## src/logic/tsd_pkg.sv

```systemverilog
// constants for the trim, swap and delay register bank
package tsd_pkg;
    localparam int ADDR_W = 12;
    localparam int DATA_W = 32;
    localparam int REG_W = 8;
    localparam int FIELD_W = 5;
    localparam int NUM_TRIM = 4;
    // register indices; byte address is four times the index
    localparam logic [9:0] IDX_TRIM_A = 10'h07e;
    localparam logic [9:0] IDX_TRIM_B = 10'h07f;
    localparam logic [9:0] IDX_TRIM_C = 10'h080;
    localparam logic [9:0] IDX_TRIM_D = 10'h081;
    localparam logic [9:0] IDX_OVERLAP = 10'h09a;
    localparam logic [9:0] IDX_STEER = 10'h09b;
    localparam logic [9:0] IDX_DITHER = 10'h09d;
    localparam logic [7:0] RST_TRIM = 8'h00;
    localparam logic [7:0] RST_OVERLAP = 8'h08;
    localparam logic [7:0] RST_STEER = 8'h07;
    localparam logic [7:0] RST_DITHER = 8'h00;
    localparam int FIELD_LSB = 0;
    localparam int FIELD_MSB = 4;
    localparam int DITH_EN_BIT = 0;
    localparam int DITH_AMP_BIT = 1;
    localparam int DITH_ERR_BIT = 2;
    // shared sampling lasts base plus twice the overlap field
    localparam logic [6:0] SHARE_BASE = 7'h04;
    // fuse inputs settle through the synchroniser before being loaded
    localparam logic [1:0] FUSE_LOAD_CNT = 2'h2;
    typedef enum logic [2:0] {
        SEL_NONE, SEL_TRIM, SEL_OVERLAP, SEL_STEER, SEL_DITHER
    } tsd_sel_type;
    typedef enum logic {TSD_IDLE, TSD_SWAP} tsd_state_type;
endpackage : tsd_pkg

```

## src/logic/tsd_regs.sv

```systemverilog
// apb register bank for termination trims, swap timing and dither control
`timescale 1ns/1ps
// Overview of operation
// - four read/write trims, factory value after reset
// - shared sampling lasts four plus twice overlap
// - overlap field bits 4:0, reset 0x08
// - steering select delayed only during swaps
// - select delay field bits 4:0, reset 0x07
// - dither control bit 0 enables dither
// - bit 1 amplitude, bit 2 rounding error choice
module tsd_regs (
    input wire logic clk_sys,
    input wire logic sys_rst,
    input wire logic psel,
    input wire logic penable,
    input wire logic pwrite,
    input wire logic [11:0] paddr,
    input wire logic [31:0] pwdata,
    output logic [31:0] prdata,
    output logic pready,
    output logic pslverr,
    input wire logic [7:0] trim_fuse_a,
    input wire logic [7:0] trim_fuse_b,
    input wire logic [7:0] trim_fuse_c,
    input wire logic [7:0] trim_fuse_d,
    input wire logic swap_start,
    output logic [7:0] termination_trim_a,
    output logic [7:0] termination_trim_b,
    output logic [7:0] termination_trim_c,
    output logic [7:0] termination_trim_d,
    output logic shared_sample,
    output logic steer_select,
    output logic swap_busy,
    output logic dither_enable,
    output logic dither_amplitude_select,
    output logic rounding_error_select
);
    logic [7:0] trim_reg [tsd_pkg::NUM_TRIM];
    logic [7:0] trim_next [tsd_pkg::NUM_TRIM];
    logic [7:0] fuse_s2_reg [tsd_pkg::NUM_TRIM];
    logic [7:0] fuse_in [tsd_pkg::NUM_TRIM];
    logic [1:0] load_cnt_reg, load_cnt_next;
    logic loaded_reg, loaded_next;
    logic [7:0] overlap_reg, overlap_next;
    logic [7:0] steer_dly_reg, steer_dly_next;
    logic [7:0] dither_reg, dither_next;
    logic [31:0] prdata_reg, prdata_next;
    logic pready_reg, pready_next;
    logic pslverr_reg, pslverr_next;
    logic shared_int, steer_int, busy_int;
    logic shared_reg, steer_reg, busy_reg;
    tsd_pkg::tsd_sel_type sel;
    logic [1:0] trim_idx;
    logic wr_fire;

    assign fuse_in[0] = trim_fuse_a;
    assign fuse_in[1] = trim_fuse_b;
    assign fuse_in[2] = trim_fuse_c;
    assign fuse_in[3] = trim_fuse_d;

    function automatic tsd_pkg::tsd_sel_type decode(input logic [11:0] addr);
        if (addr[1:0] != 2'b00) begin
            decode = tsd_pkg::SEL_NONE;
        end else begin
            case (addr[11:2])
                tsd_pkg::IDX_TRIM_A, tsd_pkg::IDX_TRIM_B,
                tsd_pkg::IDX_TRIM_C, tsd_pkg::IDX_TRIM_D: decode = tsd_pkg::SEL_TRIM;
                tsd_pkg::IDX_OVERLAP: decode = tsd_pkg::SEL_OVERLAP;
                tsd_pkg::IDX_STEER: decode = tsd_pkg::SEL_STEER;
                tsd_pkg::IDX_DITHER: decode = tsd_pkg::SEL_DITHER;
                default: decode = tsd_pkg::SEL_NONE;
            endcase
        end
    endfunction : decode

    function automatic logic [31:0] zext(input logic [7:0] val);
        zext = {24'h00_0000, val};
    endfunction : zext

    function automatic logic in_access(input logic sel_in, input logic en_in);
        in_access = sel_in && en_in;
    endfunction : in_access

    assign sel = decode(paddr);
    assign trim_idx = 2'(paddr[11:2] - tsd_pkg::IDX_TRIM_A);
    // write lands only at the edge that completes the access phase
    assign wr_fire = in_access(psel, penable) && pready_reg && pwrite && !pslverr_reg;

    // fuse pins come from outside, so two flops before use
    // fuse pins must hold from reset release; later changes are not reloaded
    genvar g;
    generate
        for (g = 0; g < tsd_pkg::NUM_TRIM; g++) begin : g_fuse
            // first stage private to its lane, read only by the second
            logic [7:0] s1_reg;
            always_ff @(posedge clk_sys or posedge sys_rst) begin
                if (sys_rst) begin
                    s1_reg <= tsd_pkg::RST_TRIM;
                    fuse_s2_reg[g] <= tsd_pkg::RST_TRIM;
                end else begin
                    s1_reg <= fuse_in[g];
                    fuse_s2_reg[g] <= s1_reg;
                end
            end
        end
    endgenerate

    always_comb begin
        load_cnt_next = load_cnt_reg;
        loaded_next = loaded_reg;
        for (int i = 0; i < tsd_pkg::NUM_TRIM; i++) begin
            trim_next[i] = trim_reg[i];
        end
        overlap_next = overlap_reg;
        steer_dly_next = steer_dly_reg;
        dither_next = dither_reg;
        if (!loaded_reg) begin
            // writes before the load are dropped without an error
            if (load_cnt_reg == tsd_pkg::FUSE_LOAD_CNT) begin
                loaded_next = 1'b1;
                for (int i = 0; i < tsd_pkg::NUM_TRIM; i++) begin
                    trim_next[i] = fuse_s2_reg[i];
                end
            end else begin
                load_cnt_next = load_cnt_reg + 2'h1;
            end
        end else if (wr_fire) begin
            // reserved bits are stored as written; software keeps them zero
            case (sel)
                tsd_pkg::SEL_TRIM: trim_next[trim_idx] = pwdata[7:0];
                tsd_pkg::SEL_OVERLAP: overlap_next = pwdata[7:0];
                tsd_pkg::SEL_STEER: steer_dly_next = pwdata[7:0];
                tsd_pkg::SEL_DITHER: dither_next = pwdata[7:0];
                default: dither_next = dither_reg;
            endcase
        end
    end

    always_comb begin
        prdata_next = prdata_reg;
        pready_next = 1'b0;
        pslverr_next = 1'b0;
        // one wait state so read data and pready leave flops
        if (in_access(psel, penable) && !pready_reg) begin
            pready_next = 1'b1;
            pslverr_next = (sel == tsd_pkg::SEL_NONE);
            case (sel)
                tsd_pkg::SEL_TRIM: prdata_next = zext(trim_reg[trim_idx]);
                tsd_pkg::SEL_OVERLAP: prdata_next = zext(overlap_reg);
                tsd_pkg::SEL_STEER: prdata_next = zext(steer_dly_reg);
                tsd_pkg::SEL_DITHER: prdata_next = zext(dither_reg);
                default: prdata_next = 32'h0000_0000;
            endcase
        end
    end

    always_ff @(posedge clk_sys or posedge sys_rst) begin
        if (sys_rst) begin
            load_cnt_reg <= 2'h0;
            loaded_reg <= 1'b0;
            for (int i = 0; i < tsd_pkg::NUM_TRIM; i++) begin
                trim_reg[i] <= tsd_pkg::RST_TRIM;
            end
            overlap_reg <= tsd_pkg::RST_OVERLAP;
            steer_dly_reg <= tsd_pkg::RST_STEER;
            dither_reg <= tsd_pkg::RST_DITHER;
            prdata_reg <= 32'h0000_0000;
            pready_reg <= 1'b0;
            pslverr_reg <= 1'b0;
            shared_reg <= 1'b0;
            steer_reg <= 1'b0;
            busy_reg <= 1'b0;
        end else begin
            load_cnt_reg <= load_cnt_next;
            loaded_reg <= loaded_next;
            for (int i = 0; i < tsd_pkg::NUM_TRIM; i++) begin
                trim_reg[i] <= trim_next[i];
            end
            overlap_reg <= overlap_next;
            steer_dly_reg <= steer_dly_next;
            dither_reg <= dither_next;
            prdata_reg <= prdata_next;
            pready_reg <= pready_next;
            pslverr_reg <= pslverr_next;
            shared_reg <= shared_int;
            steer_reg <= steer_int;
            busy_reg <= busy_int;
        end
    end

    tsd_swap_timer u_swap (
        .clk_sys(clk_sys),
        .sys_rst(sys_rst),
        .swap_start(swap_start),
        .overlap(overlap_reg[tsd_pkg::FIELD_MSB:tsd_pkg::FIELD_LSB]),
        .select_delay(steer_dly_reg[tsd_pkg::FIELD_MSB:tsd_pkg::FIELD_LSB]),
        .shared_sample(shared_int),
        .steer_select(steer_int),
        .swap_busy(busy_int)
    );

    assign prdata = prdata_reg;
    assign pready = pready_reg;
    assign pslverr = pslverr_reg;
    assign termination_trim_a = trim_reg[0];
    assign termination_trim_b = trim_reg[1];
    assign termination_trim_c = trim_reg[2];
    assign termination_trim_d = trim_reg[3];
    // extra stage keeps every top output on a flop; shifts swap outputs by one cycle
    assign shared_sample = shared_reg;
    assign steer_select = steer_reg;
    assign swap_busy = busy_reg;
    assign dither_enable = dither_reg[tsd_pkg::DITH_EN_BIT];
    assign dither_amplitude_select = dither_reg[tsd_pkg::DITH_AMP_BIT];
    assign rounding_error_select = dither_reg[tsd_pkg::DITH_ERR_BIT];
endmodule : tsd_regs

```

## src/logic/tsd_swap_timer.sv

```systemverilog
// swap timing: shared-sampling window and delayed steering select
`timescale 1ns/1ps
module tsd_swap_timer (
    input wire logic clk_sys,
    input wire logic sys_rst,
    input wire logic swap_start,
    input wire logic [4:0] overlap,
    input wire logic [4:0] select_delay,
    output logic shared_sample,
    output logic steer_select,
    output logic swap_busy
);
    tsd_pkg::tsd_state_type state_reg, state_next;
    logic [6:0] share_cnt_reg, share_cnt_next;
    logic [4:0] sel_cnt_reg, sel_cnt_next;
    logic sel_done_reg, sel_done_next;
    logic shared_reg, shared_next;
    logic steer_reg, steer_next;

    always_comb begin
        state_next = state_reg;
        share_cnt_next = share_cnt_reg;
        sel_cnt_next = sel_cnt_reg;
        sel_done_next = sel_done_reg;
        shared_next = shared_reg;
        steer_next = steer_reg;
        case (state_reg)
            tsd_pkg::TSD_IDLE: begin
                // a start during a running swap is ignored
                if (swap_start) begin
                    state_next = tsd_pkg::TSD_SWAP;
                    shared_next = 1'b1;
                    share_cnt_next = tsd_pkg::SHARE_BASE + {1'b0, overlap, 1'b0} - 7'h01;
                    sel_cnt_next = select_delay;
                    sel_done_next = 1'b0;
                end
            end
            tsd_pkg::TSD_SWAP: begin
                if (share_cnt_reg != 7'h00) begin
                    share_cnt_next = share_cnt_reg - 7'h01;
                end else begin
                    shared_next = 1'b0;
                end
                if (!sel_done_reg) begin
                    if (sel_cnt_reg == 5'h00) begin
                        steer_next = ~steer_reg;
                        sel_done_next = 1'b1;
                    end else begin
                        sel_cnt_next = sel_cnt_reg - 5'h01;
                    end
                end
                if (sel_done_reg && !shared_reg) begin
                    state_next = tsd_pkg::TSD_IDLE;
                end
            end
            default: begin
                state_next = tsd_pkg::TSD_IDLE;
            end
        endcase
    end

    always_ff @(posedge clk_sys or posedge sys_rst) begin
        if (sys_rst) begin
            state_reg <= tsd_pkg::TSD_IDLE;
            share_cnt_reg <= 7'h00;
            sel_cnt_reg <= 5'h00;
            sel_done_reg <= 1'b0;
            shared_reg <= 1'b0;
            steer_reg <= 1'b0;
        end else begin
            state_reg <= state_next;
            share_cnt_reg <= share_cnt_next;
            sel_cnt_reg <= sel_cnt_next;
            sel_done_reg <= sel_done_next;
            shared_reg <= shared_next;
            steer_reg <= steer_next;
        end
    end

    assign shared_sample = shared_reg;
    assign steer_select = steer_reg;
    assign swap_busy = (state_reg == tsd_pkg::TSD_SWAP);
endmodule : tsd_swap_timer

```

## config.mk

```make
export PLATFORM = sky130hd
export DESIGN_NAME = tsd_regs
export DESIGN_NICKNAME = d
export VERILOG_FILES = /design/src/logic/tsd_pkg.sv /design/src/logic/tsd_regs.sv /design/src/logic/tsd_swap_timer.sv
export SDC_FILE = /design/constraint.sdc
export NUM_CORES = 1
export LEC_CHECK = 0
export BUFFER_PORTS_ARGS = -buffer_cell sky130_fd_sc_hd__buf_2
export CORE_ASPECT_RATIO = 1.5
export CORE_MARGIN = 3
export CORE_UTILIZATION = 45
export CTS_BUF_LIST = sky130_fd_sc_hd__clkbuf_4
export CTS_CLUSTER_SIZE = 24
export DETAILED_ROUTE_END_ITERATION = 7
export PLACE_DENSITY_LB_ADDON = 0.05
export SLEW_MARGIN = 20
export SYNTH_ARGS = -nofsm -noshare
export SYNTH_HDL_FRONTEND = slang
export SYNTH_HIERARCHICAL = 1
export SYNTH_SLANG_ARGS = --single-unit
```

## constraint.sdc

```tcl
create_clock -name clk_sys -period 3.5 [get_ports clk_sys]
set_input_delay 0.175 -clock clk_sys [delete_from_list [all_inputs] [get_ports clk_sys]]
set_output_delay 0.175 -clock clk_sys [all_outputs]
set_load 0.02 [all_outputs]
```

==> results of run 1 <==
==> cell type report <==
| cell class | instances | area [um2] |
|---|---|---|
| Antenna cell | 1 | 2.50 |
| Clock buffer | 18 | 135 |
| Clock inverter | 14 | 181 |
| Fill cell | 1180 | 5990 |
| Inverter | 12 | 48.8 |
| Multi-Input combinational cell | 316 | 2200 |
| Sequential cell | 152 | 3810 |
| Tap cell | 162 | 203 |
| Timing Repair Buffer | 149 | 971 |
==> layer usage <==
layer	wire length [um]	up-vias
met3	586	16
met2	8310	121
met4	269	0
li1	-	2060
met1	5640	2178
met5	0	-
==> power groups by stage <==
stage / Combinational, mW / Sequential, mW / Clock (mW)
final: 0.682 / 2.05 / 1.16
after global routing: 0.771 / 2.08 / 1.29
after floorplan: 0.474 / 2.08 / 0
after global placement: 0.629 / 2.08 / 0
after detailed placement: 0.654 / 2.08 / 0
after CTS: 0.690 / 2.05 / 1.21
==> cell usage in the layout (no fill, tap or decap), types with 4 or more instances in the layout <==
cell type,netlist,layout
mux2_2,28,28
inv_8,0,7
dlygate4sd3_1,0,41
inv_1,12,11
o221a_2,7,7
a222oi_1,8,8
o21ai_0,14,14
clkbuf_4,0,18
buf_2,2,105
nand2b_1,16,16
mux4_2,8,8
o22ai_1,25,25
conb_1,1,24
a21oi_1,27,27
dfstp_2,4,4
nand3_1,8,8
nand2_1,25,25
dfrtp_1,148,148
a31oi_1,7,7
ha_1,5,5
nor2_1,43,43
nor2b_1,6,6
nor3_1,5,5
==> worst reg2reg max path: cells and delay by family, from the launching register on <==
family,cells,cell delay [ns]
compound gates,3,0.86
flops,1,0.72
simple gates,1,0.63
==> logic make-up after synthesis <==
logic type               synth area share [%]
multiplexers                             8.62
AND/OR/NAND/NOR                          11.1
XOR/XNOR                                0.704
flip-flops                               61.2
other                                  0.0602
adder cells (fa/ha/maj)                  1.00
buffers and inverters                    4.92
AO/OA/AOI/OAI                            12.4
==> cell usage after synthesis, drive strengths merged, types with 4 or more instances <==
cell    number  area (um2)
a222oi       8        80.1
mux4         8         180
nor3         5        25.0
mux2        29         327
inv         12        45.0
dfstp        4         105
o22ai       25         156
a31oi        7        43.8
o21ai       15        78.8
clkbuf       9        33.8
o221a        8        90.1
nand2b      16         100
or3          5        41.3
nand3        8        40.0
nor2b        6        37.5
a21oi       29         153
buf         32         228
nand2       28         113
nor2        43         161
dfrtp      148        3700
ha           5        62.6
nor4         4        40.0
==> final timing paths <==
kind | start | slack [ns] | endpoint | depth (start not counted)
worst min register to register | g_fuse[2].s1_reg[7] | 0.35 | fuse_s2_reg[15] | 0
min in group asynchronous | sys_rst | 0.30 | u_swap/sel_cnt_reg[1] | 3
worst max register to register | u_swap/swap_busy | 1.16 | u_swap/share_cnt_reg[5] | 4
worst min-delay path | pwdata[2] | 0.05 | termination_trim_d[2] | 3
worst max-delay path | u_swap/swap_busy | 1.16 | u_swap/share_cnt_reg[5] | 4
max in group asynchronous | sys_rst | 2.55 | g_fuse[0].s1_reg[2] | 4
==> impl_metrics.py, run 1 <==
metrics = {
    "layout": {
        "final_area_um2": 7550,
        "syn2layout_area_growth_pct": 21.2,
        "layout.cells.non_filler": 824,
        "layout.nets": 735,
        "drive_gt1_share_pct": 31.2,
        "utilization_pct": 55.8,
    },
    "yosys": {
        "seq_area_frac_synth_pct": 61.2,
        "ys_ff_latch": 152,
        "synth_edf_count": 0,
        "yosysWarningCount": 6,
        "syn_area_um2": 6230,
        "synth-main-ff-cell": "dfrtp_1",
        "yosysUniqueCellTypes": 63,
        "netlist_instances": 498,
        "async_reset_ff_share_pct": 100,
        "avgSynthCellArea_um2": 12.5,
    },
    "worst_setup_path": {
        "cp-end-kind": "register",
        "crit_family": "compound AO/OA/AOI/OAI gates",
        "crit_buf_inv": 0,
        "cpPeakStageDelay_ns": 0.72,
        "critPathArrivalTime_ns": 2.72,
        "crit_chain": "nor4b_1, a31oi_1, a21boi_1, a2bb2oi_1",
        "critPathLaunchType": "register",
        "cp_slowest_cell": "dfrtp_1",
        "path_class": "register to register",
        "cp_max_fo": 18,
        "worstPathRequired_ns": 3.88,
    },
    "clock_network": {
        "numCtsBuffers": 17,
        "clk_pin_slew_worst_paths_ns": 0.14,
        "ctsHoldBuffers": 40,
        "root_buffer": "clkbuf_4",
        "cts_resized": 0,
        "cts_tree": "done",
        "post_cts_buffers": 0,
        "insertion_delay_ns": 0.53,
        "cts_max_level": 4,
        "clock-sinks": 152,
        "clockBufferDepth": 2,
    },
    "pwr": {
        "swShare_pct": 31.0,
        "pwr-share-clk_pct": 29.9,
        "p_int_mw": 2.69,
        "seqPwrFrac_pct": 52.6,
        "finalPower_mw": 3.90,
        "power.density_nw_per_um2": 516,
        "p_comb_share_pct": 17.5,
        "p_sw_mw": 1.21,
        "leakagePower_nw": 3.51,
        "peakVddDrop_mv": 0.306,
    },
    "global_routing": {
        "antenna_found_initial": 1,
        "use_met1_pct": 24.0,
        "busiest_layer": "met2",
        "grt_pass1_wl_um": 23700,
        "grt_max_degree": 137,
        "grt_pass1_vias": 4591,
        "gr-total-overflow": 0,
        "use_met2_pct": 35.9,
        "met3_usage_pct": 4.57,
        "grt_use_total_pct": 20.4,
    },
    "placement": {
        "hpwl_um": 10400,
        "place.gp.congestion": 0.776,
        "placed_cell_area_um2": 6820,
        "placed_cells": 750,
        "port_buffers": 105,
        "pre_cts_slack_ns": 0.967,
    },
    "status": {
        "status": "complete, no violations",
    },
    "timing": {
        "relSlewSlack_pct": 43.5,
        "clock.fmax_ghz": 0.428,
        "fin_hold_ws_ns": 0.0529,
        "tns_ns": 0,
        "final_hold_viol_count": 0,
        "finalClockSkew_ns": 0.0289,
        "setup_viol_count_final": 0,
        "timing.final.crit_share_pct": 66.8,
        "tightest_slew_ns": 0.844,
        "layout_min_cycle_time_ns": 2.34,
        "grt_setup_unrepaired": "no",
        "slew_violations": 0,
        "worst_slack_ns": 1.16,
    },
    "drt": {
        "vias": 4375,
        "drtIter0Drc": 203,
        "vias_per_cell": 5.31,
        "wl_um": 14800,
        "ant_nets": 0,
        "drcViolationCount": 0,
        "wl_per_cell_um": 18.0,
        "dr.pass1.iters": 4,
    },
    "die": {
        "rows": 52,
        "die_y_um": 150,
        "die_w_um": 102,
        "die_area_um2": 15300,
        "coreArea_um2": 13500,
        "boundaryPins": 154,
        "initial_core_util_pct": 46.0,
    },
    "run": {
        "max_cap_violations": 0,
    },
    "worst_hold_path": {
        "min-delay-path-class": "input port to register",
    },
}
(Power assumes the default switching activity.)
==> inputs of run 2 (changes only) <==
clock period = 2.3 ns   (was 3.5 ns; I/O delays follow)
==> impl_metrics.py, run 2 (synthesis results as in run 1) <==
metrics = {
    "clock_network": {
        "cts_tree": "done",
        "clk_pin_slew_worst_paths_ns": 0.13,
        "clock-sinks": 152,
        "numCtsBuffers": 17,
        "insertion_delay_ns": 0.54,
        "cts_max_level": 4,
        "root_buffer": "clkbuf_4",
        "post_cts_buffers": 0,
        "clockBufferDepth": 2,
    },
    "drt": {
        "vias": 4527,
        "dr.pass1.iters": 7,
        "ant_nets": 0,
        "drtIter0Drc": 257,
        "wl_met2_um": 8440,
        "drcViolationCount": 0,
        "wl_per_cell_um": 17.7,
        "wl_um": 14900,
        "wl_met1_um": 5660,
        "vias_per_cell": 5.36,
        "highest_layer": "met4",
        "met3WireLength_um": 588,
    },
    "die": {
        "die_area_um2": 15300,
        "rows": 52,
        "boundaryPins": 154,
        "initial_core_util_pct": 46.0,
        "die_y_um": 150,
        "coreArea_um2": 13500,
        "die_w_um": 102,
    },
    "worst_setup_path": {
        "cpPeakStageDelay_ns": 0.48,
        "cp_slowest_cell": "a22oi_2",
        "cp-end-kind": "register",
        "crit_chain": "nand4b_1, nor2_1, o211ai_2, a22oi_2, o221a_2",
        "critPathLaunchType": "register",
        "reg2regPathDepth": 5,
        "cp_max_fo": 8,
        "worstPathRequired_ns": 2.77,
        "path_class": "register to register",
        "critPathArrivalTime_ns": 2.48,
    },
    "layout": {
        "syn2layout_area_growth_pct": 24.0,
        "layout.nets": 755,
        "layout.cells.non_filler": 844,
        "final_area_um2": 7720,
        "utilization_pct": 57.0,
        "drive_gt1_share_pct": 33.0,
        "final_cell_mix": "dfrtp_1, buf_2, nor2_1",
        "final.fill_count": 1146,
        "final_common_cell": "dfrtp_1",
    },
    "global_routing": {
        "grt_use_total_pct": 20.7,
        "antenna_found_initial": 1,
        "grt_max_degree": 45,
        "gr-total-overflow": 0,
        "grt_pass1_wl_um": 24100,
        "grt_pass1_vias": 4727,
    },
    "placement": {
        "pre_cts_slack_ns": 0.0608,
        "placed_cells": 769,
        "placed_cell_area_um2": 6990,
        "hpwl_um": 10900,
        "port_buffers": 105,
        "place.gp.congestion": 0.782,
    },
    "status": {
        "status": "complete, no violations",
    },
    "timing": {
        "timing.final.crit_share_pct": 87.4,
        "worst_slack_ns": 0.290,
        "slew_violations": 0,
        "tightest_slew_ns": 0.848,
        "grt_setup_unrepaired": "no",
        "clock.fmax_ghz": 0.498,
        "tns_ns": 0,
        "layout_min_cycle_time_ns": 2.01,
        "final_hold_viol_count": 0,
        "setup_viol_count_final": 0,
        "relSlewSlack_pct": 43.2,
        "fin_hold_ws_ns": 0.158,
        "finalClockSkew_ns": 0.0225,
    },
    "pwr": {
        "peakVddDrop_mv": 0.470,
        "finalPower_mw": 5.94,
        "leakagePower_nw": 3.61,
        "power.density_nw_per_um2": 769,
    },
    "worst_hold_path": {
        "min-delay-path-class": "input port to register",
        "min_path_cells": 4,
    },
    "run": {
        "max_cap_violations": 0,
    },
}
==> run 2: changes by cell type in the layout (fill, tap and decap cells not counted) <==
cell,delta
inv_8,-4
clkbuf_4,-1
inv_6,+5
clkinv_2,+2
buf_12,+2
dlygate4sd3_1,+1
clkinv_4,-2
buf_4,+17
clkinvlp_4,-1
clkinv_8,+1
==> run 2: worst max-delay path, delay by kind of cell, from the launching register on <==
kind | cells | cell delay [ns]
AO/OA/AOI/OAI | 3 | 1.00
AND/OR/NAND/NOR | 2 | 0.56
flip-flops | 1 | 0.39
==> run 2: area by class of cell <==
class / count / area, um2 / share of cell area [%]
tap: 162 / 203 / 2.63
antenna: 1 / 2.50 / 0.0324
multi-input combinational: 316 / 2200 / 28.5
sequential: 152 / 3810 / 49.4
clock inverter: 15 / 181 / 2.35
clock buffer: 17 / 128 / 1.65
inverter: 12 / 48.8 / 0.632
timing repair buffer: 169 / 1150 / 14.9
==> run 2: path summary, 6_finish.rpt <==
| kind | start | end | slack (ns) |
|---|---|---|---|
| worst max-delay path | pslverr | termination_trim_a[5] | 0.29 |
| worst min-delay path | paddr[4] | dither_reg[6] | 0.16 |
| worst max register to register | pslverr | termination_trim_a[5] | 0.29 |
| worst min register to register | g_fuse[0].s1_reg[5] | fuse_s2_reg[29] | 0.34 |
| max in group asynchronous | sys_rst | g_fuse[2].s1_reg[3] | 1.42 |
| min in group asynchronous | sys_rst | steer_select | 0.20 |
==> run 2: what timing repair did <==
action                    in CTS  in global routing
hold buffers                  42                  0
gates resized for setup        0                  0
hold endpoints to repair     127                  0
==> run 2: layer usage <==
metal | global-route usage, % | vias up
li1 | - | 2107
met1 | 24.3 | 2276
met2 | 37.3 | 121
met3 | 3.92 | 23
met4 | 6.76 | 0
met5 | 0 | -
==> run 2: where the power goes <==
part	leakage (nW)	switching (mW)	internal, mW
sequential	1.83	0.177	2.92
combinational	1.62	0.617	0.475
clock	0.171	1.05	0.695
total	3.61	1.85	4.09
